### src/pkg/wl_cfg.svh
// offsets, field positions, reset values and timing counts of the leveling controller
`ifndef WL_CFG_SVH
`define WL_CFG_SVH
// ************************************
// mode register one fields
// ************************************
`define MR_W         14
`define LVL_BIT      7
`define QOFF_BIT     12
// ************************************
// register map
// ************************************
`define OFF_CTRL     8'h00
`define OFF_MR1      8'h04
`define OFF_GAP      8'h08
`define OFF_STAT     8'h0C
`define OFF_DLY      8'h10
`define CTRL_START   0
`define CTRL_DLL_OFF 1
`define CTRL_LAT_UP  2
`define CTRL_RANK    4
`define STAT_BUSY    0
`define STAT_DONE    1
`define STAT_FAIL    2
`define STAT_LOCK    8
`define STAT_MISM    16
`define MR1_RST      14'h0000
`define GAP_RST      16'h0010
// ************************************
// timing counts in clk cycles, then the delay setting width
// ************************************
`define T_MOD_CYC    24
`define T_MRD_CYC    8
`define T_ODTON_CYC  10
`define T_ODTOFF_CYC 10
`define T_ADC_CYC    4
`define T_AONAS_CYC  4
`define T_DQSL_CYC   2
`define T_DQSH_CYC   2
`define T_WLMRD_CYC  40
`define T_WLO_CYC    1
`define T_WLOE_CYC   1
`define SYNC_CYC     2
`define CK_HALF_CYC  2
`define DLY_W        6
`endif

### src/pkg/wl_pkg.sv
// types of the leveling controller
`include "wl_cfg.svh"
package wl_pkg;
  typedef logic [`MR_W-1:0] mr_value_t;
  typedef enum logic [3:0] {
    S_IDLE, S_QOFF, S_ENTER, S_WMOD, S_WDQSEN, S_LOW, S_HIGH, S_TAIL,
    S_WFB, S_EVAL, S_GAP, S_STOP, S_WOFF, S_EXIT, S_XMOD, S_REST
  } wl_state_e;
endpackage

### src/rtl/wl_ctrl.sv
// write leveling controller: apb registers, dram pin sequencer, per lane search
// ************************************
// ************************************
//
// The address map and the APB interface to the registers were chosen for this implementation.
`timescale 1ns/1ps
`include "wl_cfg.svh"
module wl_ctrl #(
  parameter int RANKS   = 2,
  parameter int LANES   = 2,
  parameter int LANE_W  = 8,
  parameter int DW      = `DLY_W,
  parameter int T_MOD   = `T_MOD_CYC,
  parameter int T_MRD   = `T_MRD_CYC,
  parameter int T_ODTON = `T_ODTON_CYC,
  parameter int T_ODTOF = `T_ODTOFF_CYC,
  parameter int T_ADC   = `T_ADC_CYC,
  parameter int T_AONAS = `T_AONAS_CYC,
  parameter int T_DQSL  = `T_DQSL_CYC,
  parameter int T_DQSH  = `T_DQSH_CYC,
  parameter int T_WLMRD = `T_WLMRD_CYC,
  parameter int T_WLO   = `T_WLO_CYC,
  parameter int T_WLOE  = `T_WLOE_CYC,
  parameter int CK_HALF = `CK_HALF_CYC,
  parameter int RW      = $clog2(RANKS + 1)
) (
  input  wire logic                    clk,
  input  wire logic                    reset,
  input  wire logic                    psel,
  input  wire logic                    penable,
  input  wire logic                    pwrite,
  input  wire logic [7:0]              paddr,
  input  wire logic [31:0]             pwdata,
  output logic      [31:0]             prdata,
  output logic                         pready,
  output logic                         pslverr,
  output logic                         ck_t,
  output logic                         ck_c,
  output logic                         mrs_strobe,
  output logic      [RW-1:0]           mrs_rank,
  output wl_pkg::mr_value_t            mrs_value,
  output logic                         termination_control_pin,
  output logic                         dqs_t,
  output logic                         dqs_c,
  output logic                         dqs_oe,
  input  wire logic [LANES*LANE_W-1:0] dq_in,
  output logic      [LANES*DW-1:0]     dqs_delay
);
  import wl_pkg::*;

  localparam int FIRST = (T_WLMRD > T_DQSL) ? T_WLMRD : T_DQSL;
  localparam int T_FB  = T_WLO + T_WLOE + `SYNC_CYC;
  localparam int MAXR  = RANKS;

  wl_state_e           state_q, state_d;
  logic [15:0]         tmr_q, tmr_d, since_q, hi_cnt_q, lo_cnt_q, gap_q;
  logic [RW-1:0]       ridx_q, ridx_d, rank_q, iss_rank;
  logic [7:0]          ck_cnt_q;
  mr_value_t           mr1_q, iss_val;
  logic                issue, eval, fin, ovf_hit;
  logic                start_q, dll_off_q, lat_up_q, done_q, fail_q, first_q;
  logic                wr, hit;
  logic [31:0]         rdata;
  logic [LANES*LANE_W-1:0] fb_s;
  logic [LANES-1:0]    lock_v, ovf_v, mism_v;
  logic [15:0]         mod_wait, dqsen_wait;

  // ************************************
  // apb slave, one wait state per access
  // ************************************
  assign wr = psel && penable && pready && pwrite && !pslverr;

  always_comb begin
    hit   = 1'b1;
    rdata = 32'h0000_0000;
    case (paddr)
      `OFF_CTRL: rdata = 32'({rank_q, 1'b0, lat_up_q, dll_off_q, 1'b0});
      `OFF_MR1:  rdata = 32'(mr1_q);
      `OFF_GAP:  rdata = 32'(gap_q);
      `OFF_STAT: rdata = 32'({mism_v, 8'(lock_v), 5'h00, fail_q, done_q,
                             state_q != S_IDLE});
      `OFF_DLY:  rdata = 32'(dqs_delay);
      default:   hit = 1'b0;
    endcase
  end

  always_ff @(posedge clk) begin
    if (reset) begin
      pready  <= 1'b0;
      pslverr <= 1'b0;
      prdata  <= 32'h0000_0000;
    end else if (psel && penable && !pready) begin
      pready  <= 1'b1;
      pslverr <= !hit;
      prdata  <= rdata;
    end else begin
      pready  <= 1'b0;
      pslverr <= 1'b0;
    end
  end

  // settings change only while idle so a running search sees one setup
  always_ff @(posedge clk) begin
    if (reset) begin
      start_q   <= 1'b0;
      dll_off_q <= 1'b0;
      lat_up_q  <= 1'b0;
      rank_q    <= '0;
      mr1_q     <= `MR1_RST;
      gap_q     <= `GAP_RST;
    end else begin
      start_q <= 1'b0;
      if (wr && state_q == S_IDLE) begin
        case (paddr)
          `OFF_CTRL: begin
            start_q   <= pwdata[`CTRL_START];
            dll_off_q <= pwdata[`CTRL_DLL_OFF];
            lat_up_q  <= pwdata[`CTRL_LAT_UP];
            rank_q    <= pwdata[`CTRL_RANK +: RW];
          end
          `OFF_MR1: mr1_q <= pwdata[`MR_W-1:0];
          `OFF_GAP: gap_q <= pwdata[15:0];
          default: ;
        endcase
      end
    end
  end

  always_ff @(posedge clk) begin
    if (reset) begin
      done_q <= 1'b0;
      fail_q <= 1'b0;
    end else if (start_q) begin
      done_q <= 1'b0;
      fail_q <= 1'b0;
    end else begin
      if (fin) done_q <= 1'b1;
      if (ovf_hit) fail_q <= 1'b1;
    end
  end

  // ************************************
  // leveling sequencer
  // ************************************
  assign mod_wait   = lat_up_q ? 16'(T_MOD + T_ODTON) : 16'(T_MOD);
  assign dqsen_wait = dll_off_q ? 16'(T_AONAS + 1) : 16'(T_ODTON + T_ADC + 1);

  always_comb begin
    state_d  = state_q;
    tmr_d    = (tmr_q != 16'h0000) ? tmr_q - 16'h0001 : 16'h0000;
    ridx_d   = ridx_q;
    issue    = 1'b0;
    iss_rank = rank_q;
    iss_val  = mr1_q;
    eval     = 1'b0;
    fin      = 1'b0;
    ovf_hit  = 1'b0;
    case (state_q)
      S_IDLE: begin
        if (start_q) begin
          ridx_d  = '0;
          state_d = S_QOFF;
        end
      end
      S_QOFF, S_REST: begin
        iss_rank = ridx_q;
        iss_val[`LVL_BIT] = 1'b0;
        iss_val[`QOFF_BIT] = (state_q == S_QOFF) ? 1'b1 : mr1_q[`QOFF_BIT];
        if (tmr_q == 16'h0000) begin
          if (ridx_q == RW'(MAXR)) begin
            state_d = (state_q == S_QOFF) ? S_ENTER : S_IDLE;
            fin     = (state_q == S_REST);
          end else begin
            if (ridx_q != rank_q) begin
              issue = 1'b1;
              tmr_d = 16'(T_MRD - 1);
            end
            ridx_d = ridx_q + 1'b1;
          end
        end
      end
      S_ENTER: begin
        issue = 1'b1;
        iss_val[`LVL_BIT]  = 1'b1;
        iss_val[`QOFF_BIT] = 1'b0;
        tmr_d   = mod_wait - 16'h0001;
        state_d = S_WMOD;
      end
      S_WMOD: begin
        // data pins are ignored here: they are undefined until feedback
        if (tmr_q == 16'h0000) begin
          tmr_d   = dqsen_wait - 16'h0001;
          state_d = S_WDQSEN;
        end
      end
      S_WDQSEN: begin
        if (tmr_q == 16'h0000) begin
          tmr_d   = 16'(FIRST - 1);
          state_d = S_LOW;
        end
      end
      S_LOW: begin
        if (tmr_q == 16'h0000) begin
          tmr_d   = 16'(T_DQSH - 1);
          state_d = S_HIGH;
        end
      end
      S_HIGH: begin
        if (tmr_q == 16'h0000) begin
          tmr_d   = 16'(T_DQSL - 1);
          state_d = S_TAIL;
        end
      end
      S_TAIL: begin
        if (tmr_q == 16'h0000) begin
          tmr_d   = 16'(T_FB - 1);
          state_d = S_WFB;
        end
      end
      S_WFB: begin
        if (tmr_q == 16'h0000) state_d = S_EVAL;
      end
      S_EVAL: begin
        eval    = 1'b1;
        tmr_d   = gap_q;
        state_d = S_GAP;
      end
      S_GAP: begin
        if (tmr_q == 16'h0000) begin
          if ((&lock_v) || (|ovf_v)) begin
            ovf_hit = |ovf_v;
            state_d = S_STOP;
          end else begin
            tmr_d   = 16'(T_DQSL - 1);
            state_d = S_LOW;
          end
        end
      end
      S_STOP: begin
        tmr_d   = 16'(T_ODTOF - 1);
        state_d = S_WOFF;
      end
      S_WOFF: begin
        if (tmr_q == 16'h0000) state_d = S_EXIT;
      end
      S_EXIT: begin
        issue = 1'b1;
        iss_val[`LVL_BIT] = 1'b0;
        tmr_d   = 16'(T_MOD - 1);
        state_d = S_XMOD;
      end
      S_XMOD: begin
        if (tmr_q == 16'h0000) begin
          ridx_d  = '0;
          state_d = S_REST;
        end
      end
      default: state_d = S_IDLE;
    endcase
  end

  always_ff @(posedge clk) begin
    if (reset) begin
      state_q <= S_IDLE;
      tmr_q   <= 16'h0000;
      ridx_q  <= '0;
    end else begin
      state_q <= state_d;
      tmr_q   <= tmr_d;
      ridx_q  <= ridx_d;
    end
  end

  // ************************************
  // dram pins
  // ************************************
  // only mr1 writes ever leave here; all other cycles are deselects
  always_ff @(posedge clk) begin
    if (reset) begin
      mrs_strobe <= 1'b0;
      mrs_rank   <= '0;
      mrs_value  <= '0;
    end else begin
      mrs_strobe <= issue;
      if (issue) begin
        mrs_rank  <= iss_rank;
        mrs_value <= iss_val;
      end
    end
  end

  always_ff @(posedge clk) begin
    if (reset) begin
      termination_control_pin    <= 1'b0;
      dqs_oe <= 1'b0;
      dqs_t  <= 1'b0;
      dqs_c  <= 1'b1;
    end else begin
      termination_control_pin    <= state_d inside {S_WDQSEN, S_LOW, S_HIGH, S_TAIL, S_WFB, S_EVAL, S_GAP};
      dqs_oe <= state_d inside {S_LOW, S_HIGH, S_TAIL, S_WFB, S_EVAL, S_GAP};
      dqs_t  <= (state_d == S_HIGH);
      dqs_c  <= (state_d != S_HIGH);
    end
  end

  // the memory clock is a plain divide of clk; strobe phase comes from the delay line
  always_ff @(posedge clk) begin
    if (reset) begin
      ck_cnt_q <= 8'h00;
      ck_t     <= 1'b0;
      ck_c     <= 1'b1;
    end else if (ck_cnt_q == 8'(CK_HALF - 1)) begin
      ck_cnt_q <= 8'h00;
      ck_t     <= !ck_t;
      ck_c     <= ck_t;
    end else begin
      ck_cnt_q <= ck_cnt_q + 8'h01;
    end
  end

  // ************************************
  // feedback per byte lane
  // ************************************
  wl_sync2 #(.W(LANES*LANE_W)) u_sync (
    .clk   (clk),
    .reset (reset),
    .din   (dq_in),
    .dout  (fb_s)
  );

  for (genvar g = 0; g < LANES; g++) begin : g_lane
    wl_lane #(.LW(LANE_W), .DW(DW)) u_lane (
      .clk      (clk),
      .reset    (reset),
      .clear    (start_q),
      .eval     (eval),
      .fb       (fb_s[g*LANE_W +: LANE_W]),
      .dly_q    (dqs_delay[g*DW +: DW]),
      .locked_q (lock_v[g]),
      .ovf_q    (ovf_v[g]),
      .mism_q   (mism_v[g])
    );
  end

  // ************************************
  // check helpers
  // ************************************
  always_ff @(posedge clk) begin
    if (reset) begin
      since_q  <= 16'h0000;
      hi_cnt_q <= 16'h0000;
      lo_cnt_q <= 16'h0000;
      first_q  <= 1'b0;
    end else begin
      since_q  <= (state_q == S_ENTER) ? 16'h0000 : since_q + 16'(!(&since_q));
      hi_cnt_q <= dqs_t ? hi_cnt_q + 16'h0001 : 16'h0000;
      lo_cnt_q <= (dqs_oe && !dqs_t) ? lo_cnt_q + 16'h0001 : 16'h0000;
      first_q  <= (state_q == S_ENTER) ? 1'b1 : (first_q && !dqs_t);
    end
  end
endmodule

### src/rtl/wl_lane.sv
// per byte lane strobe delay search and lock
`timescale 1ns/1ps
`include "wl_cfg.svh"
module wl_lane #(
  parameter int LW = 8,
  parameter int DW = `DLY_W
) (
  input  wire logic          clk,
  input  wire logic          reset,
  input  wire logic          clear,
  input  wire logic          eval,
  input  wire logic [LW-1:0] fb,
  output logic      [DW-1:0] dly_q,
  output logic               locked_q,
  output logic               ovf_q,
  output logic               mism_q
);
  logic prev_q;
  logic seen_q;
  logic bit_now;
  logic rise;

  // one bit decides; lanes with disagreeing bits are flagged, not trusted more
  assign bit_now = fb[0];
  assign rise    = seen_q && !prev_q && bit_now;

  always_ff @(posedge clk) begin
    if (reset || clear) begin
      dly_q    <= '0;
      locked_q <= 1'b0;
      ovf_q    <= 1'b0;
      mism_q   <= 1'b0;
      prev_q   <= 1'b0;
      seen_q   <= 1'b0;
    end else if (eval && !locked_q && !ovf_q) begin
      prev_q <= bit_now;
      seen_q <= 1'b1;
      if (!((&fb) || !(|fb))) begin
        mism_q <= 1'b1;
      end
      if (rise) begin
        locked_q <= 1'b1;
      end else if (&dly_q) begin
        ovf_q <= 1'b1;
      end else begin
        dly_q <= dly_q + 1'b1;
      end
    end
  end
endmodule

### src/rtl/wl_sync2.sv
// two-flop synchroniser for asynchronous pin inputs
`timescale 1ns/1ps
module wl_sync2 #(
  parameter int W = 8
) (
  input  wire logic         clk,
  input  wire logic         reset,
  input  wire logic [W-1:0] din,
  output logic      [W-1:0] dout
);
  logic [W-1:0] meta_q;

  always_ff @(posedge clk) begin
    if (reset) begin
      meta_q <= '0;
      dout   <= '0;
    end else begin
      meta_q <= din;
      dout   <= meta_q;
    end
  end
endmodule

### config.mk
export PLATFORM = sky130hd
export DESIGN_NAME = wl_ctrl
export DESIGN_NICKNAME = d
export VERILOG_FILES = /design/src/pkg/wl_pkg.sv /design/src/rtl/wl_ctrl.sv /design/src/rtl/wl_lane.sv /design/src/rtl/wl_sync2.sv
export VERILOG_INCLUDE_DIRS = /design/src /design/src/pkg
export SDC_FILE = /design/constraint.sdc
export NUM_CORES = 1
export LEC_CHECK = 0
export BUFFER_PORTS_ARGS = -buffer_cell sky130_fd_sc_hd__buf_4
export CAP_MARGIN = 10
export CORE_MARGIN = 2
export CORE_UTILIZATION = 40
export DETAILED_ROUTE_END_ITERATION = 6
export MAX_ROUTING_LAYER = met4
export PLACE_DENSITY = 0.6
export SETUP_SLACK_MARGIN = 0.05
export SYNTH_ARGS = -nofsm -noshare
export SYNTH_HDL_FRONTEND = slang
export SYNTH_SLANG_ARGS = --single-unit
### constraint.sdc
create_clock -name clk -period 2.66 [get_ports clk]
set_input_delay 0.532 -clock clk [delete_from_list [all_inputs] [get_ports clk]]
set_output_delay 0.532 -clock clk [all_outputs]
set_load 0.02 [all_outputs]
=== After elaboration in Yosys (flattened, before gate mapping) ===
Cells that the tools add are included.

* Add/sub/neg operators: 7
* Multiplexer cells: 51
* Bitwise operators: 9
* Eq/ne operators: 34
* Reductions and logical operators: 67

{| class="wikitable"
|+ Operators by type and width
! cell !! number
|-
| 2-to-1 mux 16 bit || 10
|-
| case mux 16 bit (10 select lines) || 1
|-
| case mux 18 bit (5 select lines) || 1
|-
| case mux 4 bit (15 select lines) || 1
|-
| 2-to-1 mux 4 bit || 14
|-
| equality test 4 bit, second input constant || 11
|-
| equality test 4 x 3 -> 1 bit, second input constant || 8
|-
| AND reduction 8 bit || 4
|-
| equality test 8 x 4 -> 1 bit, second input constant || 2
|-
| logical NOT 16 bit || 1
|-
| AND reduction 2 bit || 8
|-
| nonzero test 16 bit || 1
|-
| OR reduction 8 bit || 2
|-
| subtractor 16 x 1 -> 16 bit, second input constant || 1
|-
| logical AND 1 bit || 14
|-
| OR reduction 2 bit || 7
|-
| 2-to-1 mux 1 bit || 13
|-
| adder 6 x 1 -> 6 bit, second input constant || 2
|-
| logical NOT 1 bit || 12
|-
| 2-to-1 mux 2 bit || 6
|-
| AND reduction 6 bit || 2
|-
| NOT 1 bit || 9
|-
| adder 8 x 1 -> 8 bit, second input constant || 1
|-
| equality test 4 x 2 -> 1 bit, second input constant || 2
|-
| 25 further kinds || 35
|}

* Register bits after elaboration: 178
* Logic and storage cells: 206
* Input port bits: 61

=== Depth between registers and ports, before layout ===
Gate-level depths: netlist of run 1.

* Depth in word-level cells: 7
* Gate-level depth with buffers: 11

=== By module ===
A second synthesis of run 1 with hierarchy kept.

* Cells, all modules: 794
* Area, all modules: 7,223.2 µm²

{| class="wikitable"
|+ By module, submodules not included
! module !! instances !! cells each !! area an instance (µm²)
|-
| wl_ctrl || 1 || 599 || 5,211.2
|-
| wl_lane || 2 || 64 || 574.3
|-
| wl_sync2 || 1 || 67 || 863.3
|}

=== Worst setup path after synthesis of run 1 ===
Ideal clock, no wire load.

* Path kind: input to register
* Start point: input paddr[0]
* End point: register mr1_q[10]
* Path buffers: 3
* Arrival: 2.694 ns
* Stages on the path: 9
* Setup time: 0.128 ns
* Path slack: -0.162 ns
* Cells stage by stage: or4_1 -> or4b_2 -> clkbuf_1 -> nor2_1 -> and2_1 -> buf_2 -> buf_4 -> mux2i_1 -> nor2_1

* Word-level cells in the longest chain between the ends: 2

{| class="wikitable"
|+ RTL lines
! what !! line !! text
|-
| start, declared || wl_ctrl.sv:32 || <nowiki>input wire logic [7:0] paddr,</nowiki>
|-
| equality test 8 x 3 -> 1 bit || wl_ctrl.sv:114 || <nowiki>case (paddr)</nowiki>
|-
| AND reduction 2 bit (no line) || n/a ||
|-
| end signal, assigned || wl_ctrl.sv:109 || <nowiki>mr1_q <= `MR1_RST;</nowiki>
|-
| end signal, assigned || wl_ctrl.sv:121 || <nowiki>`OFF_MR1: mr1_q <= pwdata[`MR_W-1:0];</nowiki>
|-
| end, declared || wl_ctrl.sv:59 || <nowiki>mr_value_t mr1_q, iss_val;</nowiki>
|}

Every way passes these cells.
A chain may end at the register's enable or synchronous reset.

=== Final worst setup path of run 1 ===
* Start point: register tmr_q[0]
* End point: register dqs_oe

* Word-level cells in the longest chain between the ends: 5
* Elaborated cells between the ends (all ways): 19
* Classes of those cells: eq/ne: 6; mux: 11; reduce/logical: 2

{| class="wikitable"
|+ RTL lines
! what !! line !! text
|-
| start, declared || wl_ctrl.sv:56 || <nowiki>logic [15:0] tmr_q, tmr_d, since_q, hi_cnt_q, lo_cnt_q, gap_q;</nowiki>
|-
| start signal, assigned || wl_ctrl.sv:269 || <nowiki>tmr_q <= tmr_d;</nowiki>
|-
| logical NOT 16 bit (*) || n/a ||
|-
| 2-to-1 mux 4 bit (tied with other cells) || wl_ctrl.sv:253 || <nowiki>if (tmr_q == 16'h0000) begin</nowiki>
|-
| case mux 4 bit (15 select lines) (*) || wl_ctrl.sv:158 || <nowiki>case (state_q)</nowiki>
|-
| equality test 4 x 3 -> 1 bit / equality test 4 bit (equally long branches) || wl_ctrl.sv:300 || <nowiki>dqs_oe <= state_d inside {S_LOW, S_HIGH, S_TAIL, S_WFB, S_EVAL, S_GAP};</nowiki>
|-
| nonzero test 6 bit (*) || wl_ctrl.sv:300 ||
|-
| end signal, assigned || wl_ctrl.sv:300 ||
|-
| end, declared || wl_ctrl.sv:45 || <nowiki>output logic dqs_oe,</nowiki>
|}

Every way passes the cells marked *; elsewhere a longest branch is shown, timed or not.

==> results.md, run 1 <==
- Status: finished clean
- Crit path buffers/inverters: 1
- Share of flip-flops with an asynchronous set or reset: 0
- Pre-CTS setup slack: 59.6 ps
- Share of layout cells above drive strength 1: 0.223
- Setup TNS: 0 ps
- Worst-Margin Slew: 1000 ps
- Net Switching: 1.99 mW
- Relative slew margins: 0.332
- YS warnings: 0
- Sink Count: 164
- Syn Inst Count: 795
- Max IR drop VDD: 0.512 mV
- Critical Path Fanout Max: 7
- Clk_lat worst skew: 420 ps
- P_int: 4.60 mW
- Area delta synth->final: 25.5%
- Non-filler cells, final: 1156
- Combinational cell fraction of total power: 0.234
- DIE WIDTH: 138 um
- Total track usage: 0.209
- Final hold violation count: 0
- Hold Path Class: input pin to flop
- H-tree level count: 4
- Vias in the first global route: 5569
- Remaining antenna violation count: 0
- Synth area leaders: dfxtp_1 46%, nor2_1 6.9%, mux2i_1 6.3%
- FMAX: 383 MHz
- CP cell instances: inv_2, ha_4, or4b_4, or4_4, a221o_1, nor4_4, a221o_2, a22oi_2
- Worst Path Required: 2970 ps
- Vias/cell: 5.30
- Wirelength per Cell: 16.3 um
- Most used DFF post-synth: dfxtp_1
- Core ar.: 17400 sq um
- Design Area, Final: 8970 sq um
- Area leader, netlist: dfxtp_1
- RePlAce Congestion: 0.936
- Endpoints failing setup: 0
- Power per cell area: 735 nW/um^2
- Drt initial violations: 504
- Seq/Total Area, Yosys: 0.460
- CTS Buf Count: 17
- Most numerous cell in the Yosys netlist: dfxtp_1
- Nets: 985
- Post-route clock skew: 10.4 ps
- DRC: 0
- Initial antenna violation count: 0
- Post-synth top area share: 0.460
- Sequential share of power: 0.411
- PortBufs: 99
- Crit path time final: 2610 ps
- CTS root buf: clkbuf_16
- WP depth: 8
- Post-synth top cells: 164 x dfxtp_1, 131 x nor2_1, 45 x mux2i_1, 39 x clkbuf_1, 37 x nor2b_1
- Leak pwr: 3.64 nW
- Crit path kind: flop to flop
- Mean area per synthesized cell: 8.99 sq um
- Final HPWL DP: 13700 um
- CP Capture Type: flop
- Starting Density: 0.412
- Max Root-Sink Buffers: 2
- Overflow after GRT: 0
- FILL cells: 1679
- Die area: 18900 sq um
- First-pass DRT Iterations: 7
- Clock power frac: 0.355
- DP Cell Count: 1117
- Die Span Y: 138 um
- # Max-Cap Violations: 0
- Setup crit start kind: flop
- FF-to-FF path depth: 8
- Final period util: 0.982
- CP max stage cell: or4_4
- Worst hold path depth: 2
- Routed WL: 18900 um
- CTS tree: yes
- Post-synthesis register bit count: 164
- Crit-path max cell delay: 580 ps
- Synth unique cells: 66
- RSZ-0062 raised after global routing: true
- Max Slew Vio Count: 0
- Post-Place Cell Area: 8310 sq um
- ANT cells: 0
- Mapped Area: 7140 sq um
- EDFF count, synth: 0
- Largest net degree at the start of global routing: 70
- # IOs: 130
- Clock transition at the registers of the reported paths: 70 ps
- First-pass GRT wire length: 29300 um
- Sw Share: 0.302
- Final worst slack: 47.4 ps
- Crit path DAT: 2920 ps
- CP delay by family, top: simple AND/OR/NAND/NOR gates
- Vias post-DR: 6123
- Cell Rows: 48
[power by group through the flow]
| stage | logic (mW) | registers [mW] | clock network, mW |
|---|---|---|---|
| 5_1_grt | 1.71 | 2.73 | 2.50 |
| 4_1_cts | 1.44 | 2.70 | 2.39 |
| 6_report | 1.55 | 2.71 | 2.34 |
| 2_1_floorplan | 0.982 | 2.75 | 0 |
| 3_3_place_gp | 1.43 | 2.76 | 0 |
| 3_5_place_dp | 1.43 | 2.76 | 0 |
[cell usage in the layout (no fill, tap or decap), types with 9 or more instances in the layout]
cell,count
buf_4,149
nor3_1,18
nand4b_1,12
nand3_1,24
a22oi_1,21
mux2i_1,44
clkbuf_16,17
xnor2_1,14
nand2b_1,15
nor4_1,10
nor2_1,130
xor2_1,16
nor2b_1,37
o21ai_1,11
inv_1,10
o21ai_0,9
dfxtp_1,162
conb_1,14
nand2_1,35
a31oi_1,11
and3_1,9
a21oi_1,31
[cells by family (layout without fill, tap and decap cells)]
kind of cell,Yosys count,count (layout),synth area share
and+or+nand+nor,332,332,0.241
DFF,164,164,0.460
AOI/OAI and AO/OA,145,145,0.142
buffers and inverters,72,195,0.0473
muxes,45,45,0.0630
xor gates and xnor gates,30,30,0.0368
adders and majority gates,6,6,0.0105
other,1,14,0.000525
[final timing paths]
| check | startpoint | end | slack [ps] |
|---|---|---|---|
| min | dq_in[13] | u_sync.meta_q[13] | 310 |
| max reg2reg | tmr_q[0] | dqs_oe | 50 |
| max | tmr_q[0] | dqs_oe | 50 |
| min reg2reg | u_sync.meta_q[14] | u_sync.dout[14] | 430 |
[through the flow]
step | util | hold WS [ps] | total power, mW
after floorplan | - | 414 | 3.74
after global placement | 0.479 | 415 | 4.18
after detailed placement | 0.479 | 420 | 4.18
after CTS | 0.511 | 294 | 6.54
after global routing | 0.517 | 308 | 6.94
final | 0.517 | 314 | 6.59
[state kept, by name, indices dropped and copies added, names as in the netlist, 4 cells and up]
| name | flops |
|---|---|
| mrs_value | 14 |
| mr1_q | 14 |
| g_lane.u_lane.dly_q | 12 |
| state_q | 4 |
| ck_cnt_q | 8 |
| u_sync.meta_q | 16 |
| prdata | 18 |
| gap_q | 16 |
| tmr_q | 16 |
| u_sync.dout | 16 |
[what timing repair did]
item                       in CTS  in global routing
hold buffers                    0                  0
setup endpoints to repair       1                 18
setup buffers                   0                  7
resized for setup               1                 11
gates cloned                    0                  0
pin swaps                       0                  7
[area by class of cell]
type,instances,area [sq um],area share
clock buffer,18,429,0.0479
clock inverter,14,128,0.0142
inverter,12,45.0,0.00502
multi-input combinational,572,3640,0.406
sequential,164,3290,0.366
tap,225,282,0.0314
timing repair buffer,151,1160,0.129
[metal layers]
metal  track usage  wire (um)  vias up
met3        0.0346        943       20
li1              -          -     3048
met1         0.274       8660     2871
met2         0.326       8980      184
met4        0.0762        286        0
met5             -          0        -
Power figures use the tool's default switching activity.
==> inputs of run 2 (changes only) <==
--- a/config.mk
+++ b/config.mk
@@ -7,12 +7,11 @@
 export NUM_CORES = 1
 export LEC_CHECK = 0
 export BUFFER_PORTS_ARGS = -buffer_cell sky130_fd_sc_hd__buf_4
-export CAP_MARGIN = 10
+export CAP_MARGIN = 25
 export CORE_MARGIN = 2
-export CORE_UTILIZATION = 40
+export CORE_UTILIZATION = 35
 export DETAILED_ROUTE_END_ITERATION = 6
-export MAX_ROUTING_LAYER = met4
-export PLACE_DENSITY = 0.6
+export PLACE_DENSITY = 0.53
 export SETUP_SLACK_MARGIN = 0.05
 export SYNTH_ARGS = -nofsm -noshare
 export SYNTH_HDL_FRONTEND = slang
==> run 2 against run 1 <==
Final cell count increased by 4.7%; sequential share of layout area decreased by 0.65 points; design area increased by 1.8%; flip-flop and latch count unchanged; first-iteration DRC count decreased by 12%; routed wire length increased by 5.2%; register-to-register slack improved by 40 ps; clock power increased by 12%; combinational power about the same; die area increased by 14%.
==> results.md, run 2 (synthesized netlist as in run 1, its figures left out) <==
- WP depth: 9 (+1)
- Post-route clock skew: 15.3 ps (+4.96 ps)
- Met3 Use GR: 0.0391 (+0.00455)
- Combinational cell fraction of total power: 0.229 (-0.005)
- Crit path kind: flop to flop
- Net Switching: 2.05 mW (+2.9%)
- Global route hottest layer: met2
- Max IR drop VDD: 0.436 mV (-15%)
- Sw Share: 0.297 (-0.00464)
- Final worst slack: 90.7 ps (+43.2 ps)
- Wirelength per Cell: 16.4 um (+0.50%)
- H-tree level count: 4 (unchanged)
- Total track usage: 0.187 (-0.0220)
- CTS Buf Count: 17 (unchanged)
- Pre-CTS setup slack: 18.7 ps (-40.9 ps)
- Hold Path Class: input pin to flop
- Relative slew margins: 0.509 (+0.177)
- CP max stage cell: or4_4
- First-pass DRT Iterations: 5 (-2)
- P_int: 4.84 mW (+5.3%)
- ANT cells: 0 (unchanged)
- Clk_lat worst skew: 440 ps (+20 ps)
- CP endpoint: dqs_c
- Worst-Margin Slew: 737 ps (-265 ps)
- CP cell instances: inv_2, ha_4, or4b_4, or4_4, o31ai_1, o211ai_1, inv_1, nand2_2, or3b_1
- Crit path buffers/inverters: 2 (+1)
- Drt initial violations: 445 (-12%)
- Vias/cell: 5.06 (-4.4%)
- Status: finished clean
- Clock transition at the registers of the reported paths: 70 ps (about the same)
- # Max-Cap Violations: 0 (unchanged)
- Final HPWL DP: 14600 um (+6.1%)
- Final period util: 0.966 (-0.0163)
- Cell Rows: 52 (+8.3%)
- Sequential share of power: 0.392 (-0.019)
- Vias post-DR: 6127 (+0.065%)
- Largest Register: prdata
- DRC: 0 (unchanged)
- GR Layer Usage met2: 0.301 (-0.0254)
- Post-Place Cell Area: 8410 sq um (+1.2%)
- Vias in the first global route: 5803 (+4.2%)
- M1 GR Usage: 0.251 (-0.0230)
- Max Root-Sink Buffers: 2 (unchanged)
- FF-to-FF path depth: 9 (+1)
- CP delay by family, top: simple AND/OR/NAND/NOR gates
- Overflow after GRT: 0 (unchanged)
- Area delta synth->final: 27.8%
- Core ar.: 20100 sq um (+16%)
- Largest net degree at the start of global routing: 68 (-2.9%)
- Setup crit start kind: flop
- Crit path DAT: 2880 ps (-40 ps)
- Crit path launch: tmr_q[0]
- Clock power frac: 0.378 (+0.023)
- RePlAce Congestion: 0.849 (-9.3%)
- Commonest cells after routing, fill and taps aside: 162 x dfxtp_1, 159 x buf_4, 131 x nor2_1, 44 x mux2i_1, 37 x nor2b_1
- Starting Density: 0.355 (-0.0563)
- CP Capture Type: flop
- PortBufs: 99 (unchanged)
- Sink Count: 164 (unchanged)
- Final hold violation count: 0 (unchanged)
- Die Span Y: 147 um (+6.7%)
- Die area: 21600 sq um (+14%)
- Max Slew Vio Count: 0 (unchanged)
- Post-CTS Hold Fix Bufs: 0 (unchanged)
- Design Area, Final: 9130 sq um (+1.8%)
- Setup TNS: 0 ps (unchanged)
- Max reg flops: 18 (unchanged)
- Critical Path Fanout Max: 5 (-2)
- Worst Path Required: 2970 ps (about the same)
- CTS root buf: clkbuf_16
- Routed WL: 19900 um (+5.2%)
- Share of layout cells above drive strength 1: 0.230 (+0.00637)
- Fin Hold WS: 299 ps (-15.2 ps)
- # IOs: 130 (unchanged)
- Critical R2R Launch: tmr_q[0]
- Crit-path max cell delay: 540 ps (-40 ps)
- Leak pwr: 3.72 nW (+2.0%)
- RSZ-0062 raised after global routing: true
- Initial antenna violation count: 0 (unchanged)
- Nets: 994 (+0.91%)
- Power, Total: 6.89 mW (+4.6%)
- Power per cell area: 755 nW/um^2 (+2.7%)
- Internal reg-to-reg setup slack: 90 ps (+40 ps)
- FMAX: 389 MHz (+1.7%)
- Endpoints failing setup: 0 (unchanged)
- R2R Path End: dqs_c
- CTS tree: yes
- FILL cells: 2022 (+20%)
- First-pass GRT wire length: 31400 um (+7.3%)
- Commonest non-fill, non-tap cell in the layout: dfxtp_1
- Crit path time final: 2570 ps (-43.2 ps)
- Remaining antenna violation count: 0 (unchanged)
- DIE WIDTH: 147 um (+6.7%)
[run 2: cell types whose count changed in the layout (fill, tap and decap cells not counted), sizes merged]
cell and change:
buf +9, bufinv +2, clkbuf -1, clkinv +4, clkinvlp -1, inv -4
[run 2: worst min path at each step]
| stage | start | end | slack (ps) | cells past startpoint |
|---|---|---|---|---|
| after floorplan | u_sync.meta_q[0] | u_sync.dout[0] | 410 | 1 |
| after global placement | u_sync.meta_q[8] | u_sync.dout[8] | 420 | 1 |
| after detailed placement | u_sync.meta_q[2] | u_sync.dout[2] | 420 | 1 |
| after CTS | dq_in[6] | u_sync.meta_q[6] | 280 | 2 |
| after global routing | dq_in[1] | u_sync.meta_q[1] | 300 | 2 |
| final | dq_in[6] | u_sync.meta_q[6] | 300 | 2 |
[run 2: what timing repair did]
action | in CTS | in global routing
resized for setup | 0 | 8
setup endpoints to repair | 0 | 11
buffers inserted | 0 | 8
[run 2: through the flow]
| step | instances | util |
|---|---|---|
| after floorplan | 808 | - |
| after global placement | 1170 | 0.419 |
| after detailed placement | 1170 | 0.419 |
| after CTS | 1202 | 0.450 |
| after global routing | 1210 | 0.454 |
| final | 1210 | 0.454 |
[run 2: power groups by stage]
stage | clock, mW | sequential [mW] | combinational (mW)
4_1_cts | 2.67 | 2.70 | 1.49
2_1_floorplan | 0 | 2.75 | 0.982
5_1_grt | 2.78 | 2.72 | 1.75
3_5_place_dp | 0 | 2.75 | 1.47
3_3_place_gp | 0 | 2.75 | 1.48
6_report | 2.61 | 2.70 | 1.58
[run 2: metal layers]
metal  share of wire  vias up
met5               0        -
met4           0.020        0
met3           0.045       23
met2            0.48      148
met1            0.46     2895
li1                -     3061
[run 2: final cells by class]
| class | instances | area, sq um | share of cell area |
|---|---|---|---|
| Sequential cell | 164 | 3290 | 0.360 |
| Tap cell | 270 | 338 | 0.0370 |
| Inverter | 12 | 45.0 | 0.00493 |
| Timing Repair Buffer | 160 | 1210 | 0.133 |
| Clock buffer | 17 | 425 | 0.0466 |
| Clock inverter | 15 | 210 | 0.0230 |
| Multi-Input combinational cell | 572 | 3610 | 0.396 |
==> inputs of run 3 (changes only) <==
--- a/config.mk
+++ b/config.mk
@@ -9,9 +9,9 @@
 export BUFFER_PORTS_ARGS = -buffer_cell sky130_fd_sc_hd__buf_4
 export CAP_MARGIN = 25
 export CORE_MARGIN = 2
-export CORE_UTILIZATION = 35
+export CORE_UTILIZATION = 50
 export DETAILED_ROUTE_END_ITERATION = 6
-export PLACE_DENSITY = 0.53
+export PLACE_DENSITY = 0.73
 export SETUP_SLACK_MARGIN = 0.05
 export SYNTH_ARGS = -nofsm -noshare
 export SYNTH_HDL_FRONTEND = slang
==> run 3 against run 2 <==
The flow now finishes with violations (DRC); clock power up 3%; design area down 1.7%; total power down 0.79%; die area down 29%; maximum frequency down 0.71%; final cell count down 8.2%; critical path depth unchanged; register-to-register slack worse by 20 ps; first-iteration DRC count up 22%; sequential power about the same; worst setup slack worse by 18 ps; largest power group unchanged; highest routed layer unchanged.
==> results.md, run 3 (synthesized netlist as in run 1, its figures left out) <==
- Routed WL: 19000 um (-4.3%)
- Hold Path Class: input pin to flop
- Core ar.: 13900 sq um (-31%)
- RSZ-0062 raised after global routing: true
- Vias post-DR: 6307 (+2.9%)
- Remaining antenna violation count: 0 (unchanged)
- Total track usage: 0.254 (+0.0666)
- Commonest non-fill, non-tap cell in the layout: dfxtp_1
- FILL cells: 1150 (-43%)
- Min-delay src: dq_in[5]
- Pre-CTS setup slack: 14.7 ps (-3.95 ps)
- Max reg flops: 18 (unchanged)
- Setup crit start kind: flop
- Core Util, Final: 0.644 (+0.190)
- Final HPWL DP: 14000 um (-4.0%)
- Largest net degree at the start of global routing: 63 (-7.4%)
- Clk_lat worst skew: 420 ps (-20 ps)
- Post-Place Cell Area: 8260 sq um (-1.9%)
- Initial antenna violation count: 0 (unchanged)
- Worst Hold Endpoint: u_sync.meta_q[5]
- Worst hold path depth: 2 (unchanged)
- PortBufs: 99 (unchanged)
- CTS root buf: clkbuf_16
- Worst Path Required: 2970 ps (about the same)
- Final period util: 0.973 (+0.00686)
- DIE WIDTH: 124 um (-16%)
- Share of layout cells above drive strength 1: 0.223 (-0.00637)
- Internal reg-to-reg setup slack: 70 ps (-20 ps)
- Largest Register: prdata
- Critical R2R Launch: tmr_q[0]
- R2R Path End: dqs_c
- Leak pwr: 3.68 nW (-0.93%)
- FMAX: 386 MHz (-0.71%)
- CTS Buf Count: 17 (unchanged)
- Nets: 985 (-0.91%)
- Wirelength per Cell: 17.1 um (+4.2%)
- Max Root-Sink Buffers: 2 (unchanged)
- Worst-Margin Slew: 987 ps (+250 ps)
- First-pass DRT Iterations: 7 (+2)
- Crit path kind: flop to flop
- Commonest cells after routing, fill and taps aside: 162 x dfxtp_1, 150 x buf_4, 130 x nor2_1, 45 x mux2i_1, 37 x nor2b_1
- Design Area, Final: 8970 sq um (-1.7%)
- Die Span Y: 124 um (-16%)
- Sink Count: 164 (unchanged)
- Max IR drop VDD: 0.538 mV (+23%)
- First-pass GRT wire length: 29800 um (-5.1%)
- Fin Hold WS: 319 ps (+20.3 ps)
- Setup TNS: 0 ps (unchanged)
- Power per cell area: 762 nW/um^2 (+0.94%)
- Crit path DAT: 2900 ps (+20 ps)
- CTS tree: yes
- Relative slew margins: 0.342 (-0.167)
- Area delta synth->final: 25.6%
- Endpoints failing setup: 0 (unchanged)
- Starting Density: 0.513 (+0.157)
- Final hold violation count: 0 (unchanged)
- Overflow after GRT: 0 (unchanged)
- Final worst slack: 72.4 ps (-18.3 ps)
- RePlAce Congestion: 0.907 (+6.8%)
- Max Slew Vio Count: 0 (unchanged)
- Clock transition at the registers of the reported paths: 70 ps (about the same)
- Drt initial violations: 545 (+22%)
- Crit path time final: 2590 ps (+18.3 ps)
- Status: finished, violations left
- # IOs: 130 (unchanged)
- Vias/cell: 5.68 (+12%)
- Critical Path Fanout Max: 6 (+1)
- DRC: 7 (+7)
- Vias in the first global route: 5929 (+2.2%)
- Cell Rows: 43 (-17%)
- FF-to-FF path depth: 9 (unchanged)
- # Max-Cap Violations: 0 (unchanged)
- ANT cells: 0 (unchanged)
- Post-route clock skew: 5.80 ps (-9.52 ps)
- CP Capture Type: flop
- Failing checks: DRC
- Die area: 15300 sq um (-29%)
- Post-CTS Hold Fix Bufs: 0 (unchanged)
- H-tree level count: 4 (unchanged)
==> run 3: cell types whose count changed in the layout (fill, tap and decap cells not counted), sizes merged <==
cell / previous run / this run
buf: 160 / 151
clkinv: 5 / 1
bufinv: 2 / 4
clkbuf: 17 / 18
inv: 20 / 21
==> run 3: final cells by class <==
type | instances | area, sq um | share of cell area
multi-input combinational | 572 | 3620 | 0.404
tap | 180 | 225 | 0.0251
clock inverter | 14 | 209 | 0.0233
clock buffer | 18 | 439 | 0.0489
inverter | 12 | 45.0 | 0.00502
sequential | 164 | 3290 | 0.366
timing repair buffer | 151 | 1150 | 0.128
==> run 3: what timing repair did <==
action,4_1_cts,5_1_grt
pin swaps,1,9
buffers inserted,1,3
endpoints found under the setup margin,7,13
resized for setup,1,10
==> run 3: stage by stage <==
stage          instances  total power [mW]
3_3_place_gp        1075              4.09
2_1_floorplan        808              3.74
3_5_place_dp        1075              4.14
6_report            1111              6.84
5_1_grt             1111              7.12
4_1_cts             1108              6.81
==> run 3: critical path: stages (launching register included) <==
cell and delay [ps]:
dfxtp_2 320, inv_2 70, ha_4 130, or4b_4 450, or4_4 620, o31ai_4 200, o211ai_1 140, inv_1 120
nand2_2 60, or3b_1 360
==> run 3: how the worst max path moves through the flow <==
stage | start | to | slack (ps)
after floorplan | tmr_q[0] | tmr_q[0] | 60
after global placement | tmr_q[8] | dqs_oe | 50
after detailed placement | paddr[0] | mr1_q[0] | 10
after CTS | tmr_q[8] | dqs_oe | 20
after global routing | tmr_q[0] | dqs_oe | -10
final | tmr_q[0] | dqs_c | 70
==> run 3: layer usage <==
metal,global-route usage,wire length [um]
met1,0.326,8010
met2,0.416,9290
met3,0.0595,1270
met4,0.0938,423
met5,0,0
==> run 3: where the power goes <==
part / total [mW] / internal, mW / switching (mW)
logic: 1.44 / 0.681 / 0.764
registers: 2.71 / 2.60 / 0.116
clock network: 2.68 / 1.63 / 1.05
